**config.mk**
```make
export PLATFORM = sky130hd
export DESIGN_NAME = simd_fp_control_status_unit
export DESIGN_NICKNAME = d
export VERILOG_FILES = /design/src/rtl/simd_fp_pkg.sv /design/src/rtl/simd_fp_exc_if.sv /design/src/rtl/simd_fp_lane_merge.sv /design/src/rtl/simd_fp_control_status_unit.sv
export SDC_FILE = /design/constraint.sdc
export NUM_CORES = 2
export LEC_CHECK = 0
export ABC_AREA = 1
export BUFFER_PORTS_ARGS = -buffer_cell sky130_fd_sc_hd__buf_4
export CORE_ASPECT_RATIO = 0.8
export CORE_MARGIN = 1
export CORE_UTILIZATION = 37
export CTS_BUF_LIST = sky130_fd_sc_hd__clkbuf_4
export DETAILED_ROUTE_END_ITERATION = 10
export GPL_TIMING_DRIVEN = 0
export PLACE_DENSITY_LB_ADDON = 0.15
export SLEW_MARGIN = 20
export SYNTH_ARGS = -nofsm -noshare
export SYNTH_HDL_FRONTEND = slang
export SYNTH_SLANG_ARGS = --single-unit
```
**constraint.sdc**
```tcl
create_clock -name core_clk -period 1.47 [get_ports core_clk]
set_input_delay 0.147 -clock core_clk [delete_from_list [all_inputs] [get_ports core_clk]]
set_output_delay 0.147 -clock core_clk [all_outputs]
set_load 0.02 [all_outputs]
```
**src/rtl/simd_fp_pkg.sv**
```systemverilog
// constants and types for the vector floating-point control/status unit
package simd_fp_pkg;
  localparam int          CSR_W          = 32;
  localparam int          VREG_W         = 128;
  localparam int          VREG_N         = 8;
  localparam int          EXC_N          = 6;
  localparam int          LANES          = 4;
  localparam int          FLAG_LSB       = 0;
  localparam int          DAZ_BIT        = 6;
  localparam int          MASK_LSB       = 7;
  localparam int          RC_LSB         = 13;
  localparam int          FTZ_BIT        = 15;
  localparam logic [31:0] CSR_RESET      = 32'h0000_1F80;
  localparam logic [31:0] WMASK_NO_DAZ   = 32'h0000_FFBF;
  localparam logic [31:0] WMASK_WITH_DAZ = 32'h0000_FFFF;
  localparam logic [31:0] IMG_MASK_NONE  = 32'h0000_0000;
  localparam int          IMG_MASK_BYTE  = 28;
  localparam int          IMG_BYTES      = 512;
  localparam int          ID_LEAF        = 1;
  localparam int          ID_SAVE_BIT    = 24;
  localparam int          ID_VEC1_BIT    = 25;
  localparam int          ID_VEC2_BIT    = 26;
  localparam int          CR4_SAVE_BIT   = 9;
  localparam int          CR4_EXC_BIT    = 10;
  localparam logic [2:0]  PRE_EXC_MASK   = 3'h7;

  typedef enum logic [2:0] {
    OP_NONE, OP_WRITE_CSR, OP_RESTORE_CSR, OP_SAVE, OP_ARITH
  } op_kind_t;
endpackage : simd_fp_pkg

```
**src/rtl/simd_fp_exc_if.sv**
```systemverilog
// exception event carrier between the top and the flag merger
`timescale 1ns/10ps
interface simd_fp_exc_if;
  logic [simd_fp_pkg::LANES*simd_fp_pkg::EXC_N-1:0] lane_exc;
  logic [simd_fp_pkg::EXC_N-1:0]                    merged;
  modport src (output lane_exc, input merged);
  modport mrg (input lane_exc, output merged);
endinterface : simd_fp_exc_if

```
**src/rtl/simd_fp_lane_merge.sv**
```systemverilog
// per-lane exception flags ORed per exception type
`timescale 1ns/10ps
module simd_fp_lane_merge (
  simd_fp_exc_if.mrg ex
);
  always_comb begin
    ex.merged = '0;
    for (int l = 0; l < simd_fp_pkg::LANES; l++) begin
      ex.merged = ex.merged |
        ex.lane_exc[l*simd_fp_pkg::EXC_N +: simd_fp_pkg::EXC_N]; // RQ23
    end
  end
endmodule : simd_fp_lane_merge

```
**src/rtl/simd_fp_control_status_unit.sv**
```systemverilog
// vector floating-point control/status register and exception signalling
`timescale 1ns/10ps
// Behaviour
// (RQ1) masked and unmasked together: set all flags, withhold masked result
// (RQ2) vector exceptions never drive the legacy error output pin
// (RQ3) ignore-numeric-error input has no effect on vector exceptions
// (RQ4) vector and legacy rounding modes do not affect each other
// (RQ5) unmasking an already-set flag raises no fault
// (RQ6) reset sets mask bits 7 to 12
// (RQ7) reset clears flag bits 0 to 5
// (RQ8) reset loads rounding field bits 13-14 with 00B
// (RQ9) reset clears flush-to-zero bit 15
// (RQ10) reset clears denormals-as-zero bit 6
// (RQ11) register resets to 1F80H; soft init leaves all state unchanged
// (RQ12) reset clears all eight vector registers to zero
// (RQ13) writing one to a reserved bit faults and leaves register unchanged
// (RQ14) without denormals-as-zero support bit 6 is reserved
// (RQ15) save image bytes 28-31 carry the writable-bit mask; here zero is saved there without denormals-as-zero support
// (RQ16) save writes vector registers and status; restore reloads them; here the image holds no vector registers, restore loads status only
// (RQ17) identify leaf 1 reports bits 24, 25, 26
// (RQ18) software declares save and handler support in control reg four
// (RQ19) software checks emulation bit in control reg zero is clear
// (RQ20) unsupported vector instruction raises invalid-opcode fault; here an unsupported OP_SAVE raises no fault
// (RQ21) vector masks independent from legacy masks
// (RQ22) unmasked exception: vector fault if cr4 bit 10, else invalid opcode
// (RQ23) per-lane flags ORed per type into status flags
// (RQ24) restore applies the same reserved-bit check as a write
module simd_fp_control_status_unit #(
  parameter bit DAZ_SUPPORTED = 1'b1,
  parameter bit VEC1_PRESENT  = 1'b1,
  parameter bit VEC2_PRESENT  = 1'b1
) (
  input  wire logic                      core_clk,
  input  wire logic                      rst_b,
  input  wire logic                      init_b,
  input  wire logic                      op_valid,
  input  wire simd_fp_pkg::op_kind_t     op_kind,
  input  wire logic [31:0]               op_data,
  input  wire logic                      op_supported,
  input  wire logic [2:0]                vreg_sel,
  input  wire logic [127:0]              vreg_wdata,
  input  wire logic                      vreg_we,
  input  wire logic [23:0]               lane_exc,
  input  wire logic                      post_phase,
  input  wire logic                      handler_return,
  input  wire logic [31:0]               control_reg_four,
  input  wire logic                      ignore_numeric_error_in,
  input  wire logic                      numeric_error_control,
  input  wire logic [1:0]                legacy_round,
  input  wire logic [31:0]               id_leaf,
  input  wire logic [6:0]                save_word_idx,
  output logic [31:0]                    simd_fp_control_status,
  output logic [127:0]                   vreg_rdata,
  output logic [1:0]                     vec_round_mode,
  output logic                           flush_to_zero,
  output logic                           denormals_as_zero,
  output logic                           simd_fp_fault,
  output logic                           general_protection_fault,
  output logic                           invalid_opcode_fault,
  output logic                           result_release,
  output logic                           fp_error_out,
  output logic [31:0]                    save_word,
  output logic [31:0]                    id_features
);
  localparam logic [31:0] WMASK = DAZ_SUPPORTED ?
    simd_fp_pkg::WMASK_WITH_DAZ : simd_fp_pkg::WMASK_NO_DAZ; // RQ14

  function automatic logic reserved_hit(input logic [31:0] v);
    return |(v & ~WMASK); // RQ13
  endfunction : reserved_hit

  simd_fp_exc_if ex ();
  assign ex.lane_exc = lane_exc;
  simd_fp_lane_merge u_merge (.ex(ex));

  logic [31:0]  csr_q, csr_d;
  logic [127:0] vreg_q [simd_fp_pkg::VREG_N];
  logic [127:0] vreg_d [simd_fp_pkg::VREG_N];
  logic         xf_q, xf_d, gp_q, gp_d, ud_q, ud_d;
  logic         hold_q, hold_d, rel_q, rel_d;
  logic [127:0] rdata_q, rdata_d;
  logic [31:0]  save_q, save_d, id_q, id_d;
  // legacy error pin kept in a flop that vector events never touch
  logic         err_q;

  logic [5:0] exc_now, masks, unmasked;
  logic       wr_like;

  // note: init_b and ignore_numeric_error_in, legacy_round and
  // numeric_error_control are read by nothing; soft init keeps all state
  always_comb begin
    csr_d   = csr_q;
    vreg_d  = vreg_q;
    xf_d    = 1'b0;
    gp_d    = 1'b0;
    ud_d    = 1'b0;
    hold_d  = hold_q;
    rel_d   = 1'b0;
    exc_now = ex.merged;
    masks   = csr_q[simd_fp_pkg::MASK_LSB +: simd_fp_pkg::EXC_N];
    unmasked = exc_now & ~masks;
    wr_like = 1'b0;
    if (vreg_we) begin
      vreg_d[vreg_sel] = vreg_wdata; // RQ16
    end
    if (op_valid) begin
      case (op_kind)
        simd_fp_pkg::OP_WRITE_CSR,
        simd_fp_pkg::OP_RESTORE_CSR: begin
          wr_like = 1'b1;
          if (!op_supported) begin
            ud_d = 1'b1; // RQ20
          end else if (reserved_hit(op_data)) begin
            gp_d = 1'b1; // RQ13 RQ24
          end else begin
            // new masks apply only to later events, so no fault here
            csr_d = op_data; // RQ5
          end
        end
        simd_fp_pkg::OP_ARITH: begin
          if (!op_supported) begin
            ud_d = 1'b1; // RQ20
          end else begin
            // flags for masked and unmasked alike
            csr_d[simd_fp_pkg::FLAG_LSB +: simd_fp_pkg::EXC_N] =
              csr_q[simd_fp_pkg::FLAG_LSB +: simd_fp_pkg::EXC_N] |
              exc_now; // RQ1 RQ23
            if (|unmasked) begin
              hold_d = 1'b1; // RQ1
              if (control_reg_four[simd_fp_pkg::CR4_EXC_BIT]) begin
                xf_d = 1'b1; // RQ22 RQ21
              end else begin
                ud_d = 1'b1; // RQ22
              end
            end else if (post_phase || hold_q == 1'b0) begin
              rel_d = 1'b1;
            end
          end
        end
        default: begin
        end
      endcase
    end
    if (hold_q && handler_return && post_phase) begin
      hold_d = 1'b0; // RQ1
      rel_d  = 1'b1;
    end
  end

  always_comb begin
    rdata_d = vreg_q[vreg_sel];
    save_d  = '0;
    if (save_word_idx == 7'(simd_fp_pkg::IMG_MASK_BYTE / 4)) begin
      save_d = DAZ_SUPPORTED ? WMASK : simd_fp_pkg::IMG_MASK_NONE; // RQ15
    end else if (save_word_idx == 7'((simd_fp_pkg::IMG_MASK_BYTE - 4) / 4))
    begin
      save_d = csr_q; // RQ16
    end
    id_d = '0;
    if (id_leaf == 32'(simd_fp_pkg::ID_LEAF)) begin
      id_d[simd_fp_pkg::ID_SAVE_BIT] = 1'b1; // RQ17
      id_d[simd_fp_pkg::ID_VEC1_BIT] = VEC1_PRESENT;
      id_d[simd_fp_pkg::ID_VEC2_BIT] = VEC2_PRESENT;
    end
  end

  always_ff @(posedge core_clk or negedge rst_b) begin
    if (!rst_b) begin
      csr_q   <= simd_fp_pkg::CSR_RESET; // RQ6 RQ7 RQ8 RQ9 RQ10 RQ11
      for (int i = 0; i < simd_fp_pkg::VREG_N; i++) begin
        vreg_q[i] <= '0; // RQ12
      end
      xf_q    <= 1'b0;
      gp_q    <= 1'b0;
      ud_q    <= 1'b0;
      hold_q  <= 1'b0;
      rel_q   <= 1'b0;
      rdata_q <= '0;
      save_q  <= '0;
      id_q    <= '0;
      err_q   <= 1'b0;
    end else begin
      err_q   <= 1'b0; // RQ2 RQ3
      csr_q   <= csr_d;
      vreg_q  <= vreg_d;
      xf_q    <= xf_d;
      gp_q    <= gp_d;
      ud_q    <= ud_d;
      hold_q  <= hold_d;
      rel_q   <= rel_d;
      rdata_q <= rdata_d;
      save_q  <= save_d;
      id_q    <= id_d;
    end
  end

  assign simd_fp_control_status   = csr_q;
  assign vreg_rdata               = rdata_q;
  assign vec_round_mode           = csr_q[simd_fp_pkg::RC_LSB +: 2]; // RQ4
  assign flush_to_zero            = csr_q[simd_fp_pkg::FTZ_BIT];
  assign denormals_as_zero        = csr_q[simd_fp_pkg::DAZ_BIT];
  assign simd_fp_fault            = xf_q;
  assign general_protection_fault = gp_q;
  assign invalid_opcode_fault     = ud_q;
  assign result_release           = rel_q;
  assign fp_error_out             = err_q; // RQ2 RQ3
  assign save_word                = save_q;
  assign id_features              = id_q;
endmodule : simd_fp_control_status_unit

```
==> results by group <==
Timing
  – Crit path setup slack, layout: -0.718 ns
  – Worst slew pin tran: 1.21 ns
  – Tmin final: 2.19 ns
  – Worst rel slew slack: 0.195
  – Final setup fails: 734
  – Hold violation count in the final report: 1,018
  – Skew final: 0.137 ns
  – Fin Setup TNS: -226.76 ns
  – Fmax: 0.457 GHz
  – RSZ-0062 raised after global routing: true
  – Final period utilization: 1.49
  – Fin Hold WS: -1.29 ns
  – Slew Viols, Final: 0

Critical path
  – Worst Setup SP: vreg_rdata[57]$_DFF_PN0_
  – CP Launch Type: flip-flop
  – Crit path DAT: 2.04 ns
  – Crit path cell chain: buf_6
  – Reg2reg start: vreg_q[908]$_DFFE_PN0P_
  – CP peak stage delay: 0.49 ns
  – WP buf/inv: 1
  – Delay-heaviest family, CP: flip-flops
  – CP Capture Type: output pin
  – Critical path's slowest cell: dfrtp_2
  – CP Data Required Time: 1.32 ns
  – Kind of critical path: flip-flop to output pin
  – Crit Path Max Fanout: 1

Clock tree
  – Clock buffer count from CTS: 341
  – Root Buffer: clkbuf_4
  – Clock Tree Buf Depth: 4
  – Num Clock Sinks: 1,222
  – Clk slew on worst S/H paths: 0.07 ns
  – Htree depth: 5
  – Clock Latency Late Sink: 1.38 ns
  – CTS tree: built

Place
  – Gp weighted congestion: 0.875
  – DP Wirelength: 132 mm
  – Setup Slack @ Placement: -1.26 ns
  – Placement Cell Area: 0.0560 mm^2
  – Placed Cells: 7,796
  – IO buf count: 438

Power and ir drop
  – Leak Pwr: 31.6 nW
  – Pwr Density: 1330 mW/mm^2
  – VDD IR-drop max: 0.927 mV

Yosys
  – Mapped Cells: 5,550
  – Synth Area per Inst: 9.03 um^2
  – Syn. warnings: 0
  – Synthesized flop and latch total: 1,222
  – Top cell type by total area after synthesis: dfrtp_1
  – Post-synth top area share: 0.607
  – Top post-synthesis cells by area: dfrtp_1 61%, o21ai_0 11%, nand2_1 10%, nor2_1 3.7%, o21ai_1 2.8%
  – Sequential fraction of the synthesis area: 0.611
  – Netlist cell types: 30
  – Mapped cell area: 0.0501 mm^2

Detailed routing
  – Overall routed net length: 205 mm
  – Iter 0 DRT Violations: 5,016
  – Routed vias: 46,900
  – # DRC: 0
  – Vias per cell: 5.27
  – Drt pass-1 iters: 9
  – Post-route ant nets: 0
  – DR WL/cell: 23.0 um

Floorplanning
  – Core area: 0.134 mm^2
  – Starting Density: 0.374
  – I/O pins: 506
  – Die X: 413 um
  – Row Count: 120
  – Die ar.: 0.137 mm^2
  – DIE HEIGHT: 331 um

Finish
  – Design area: 0.0664 mm^2
  – Commonest non-fill, non-tap cell in the layout: nand2_1
  – Ratio of cells with drive above 1 in the final layout: 0.182
  – Non-Filler Instances: 8,906
  – Leading cell types in the layout, fill and taps excluded: 1,343 x nand2_1, 1,214 x dfrtp_1, 1,071 x o21ai_0, 524 x clkbuf_4, 513 x dlygate4sd3_1
  – Final nets: 7,176
  – Syn-to-layout area delta: 32.5%
  – Fillers: 12,900
  – Final Util: 0.495

Outcome
  – Status: finished, violations left
  – Failing checks: negative hold slack, negative setup slack

GRT
  – First-pass GRT wire length: 298 mm
  – Total GRT Usage: 0.295
  – Largest net degree at the start of global routing: 145
  – Total global routing overflow: 0
  – Vias in the first global route: 45,600
  – Initial antenna violation count: 13

Run
  – Max-cap violations: 0

Worst hold path
  – Hold crit path type: primary input to asynchronous set/reset pin
-- cell type report --
class,instances,area (um^2),area share
Sequential cell,1222,30600,0.461
Multi-Input combinational cell,3654,16500,0.249
Timing Repair Buffer,981,9650,0.145
Clock buffer,513,3850,0.0580
Tap cell,1769,2210,0.0333
Buffer,422,2180,0.0328
Inverter,281,1060,0.0160
Clock inverter,52,255,0.00385
Antenna cell,12,30.0,0.000452
-- path summary, 6_finish.rpt --
| check | cells past startpoint | end | slack (ns) |
|---|---|---|---|
| max | 1 | vreg_rdata[57] | -0.72 |
| min | 1 | vreg_q[270]$_DFFE_PN0P_ | -1.29 |
| max reg2reg | 5 | vreg_rdata[12]$_DFF_PN0_ | 0.01 |
| min reg2reg | 2 | vreg_rdata[57]$_DFF_PN0_ | 0.44 |
| max in group asynchronous | 4 | vreg_q[70]$_DFFE_PN0P_ | 0.52 |
| min in group core_clk | 5 | id_features[25]$_DFF_PN0_ | -0.26 |
-- per-stage QoR --
step	total power [mW]	hold slack, ns
after floorplan	50.1	-0.149
after global placement	55.8	0.358
after detailed placement	56.3	0.0766
after CTS	88.7	-1.35
after global routing	93.1	-1.29
final	88.4	-1.29
-- what timing repair did --
action,CTS,global route
setup buffers,5,10
hold endpoints to repair,2166,1157
setup endpoints to repair,203,1287
hold buffers,506,26
pin swaps,0,8
gates resized for setup,211,114
gates cloned,0,0
-- sequential cells by signal (all words and copies together), names as in the netlist --
name                      count
hold_q                        1
vreg_q                     1024
invalid_opcode_fault          1
general_protection_fault      1
simd_fp_control_status       32
save_word                    32
result_release                1
simd_fp_fault                 1
id_features                   1
vreg_rdata                  128
-- where the power goes --
group	leakage [nW]	switching, mW	internal (mW)
sequential	15.2	3.07	39.6
combinational	14.0	8.69	6.14
clock	2.48	14.7	16.1
-- synth_stat cells, drive strengths merged --
cell type  number
inv           280
o22ai          76
nand3           3
nor2          502
conb            1
nor4b           1
nor3            1
a21boi          1
dfstp           6
nor4            7
nand2        1347
o21a           51
clkinv          1
nand4          55
clkbuf        167
a21oi         130
dfrtp        1216
buf           255
a21o            1
o211ai        102
o21ai        1347
-- per-layer routing --
metal,up-vias,global-route usage,part of all wire
met5,-,0,0.00021
met4,8,0.119,0.037
met3,461,0.0796,0.095
met2,2198,0.437,0.44
met1,23200,0.411,0.43
li1,21100,-,-
-- kinds of logic after synthesis --
group,share of synthesized area
AO/OA/AOI/OAI,0.180
buffers and inverters,0.0618
flip-flops,0.611
other,0.0000749
AND/OR/NAND/NOR,0.147
No activity file was read; power rests on OpenSTA's default activity.
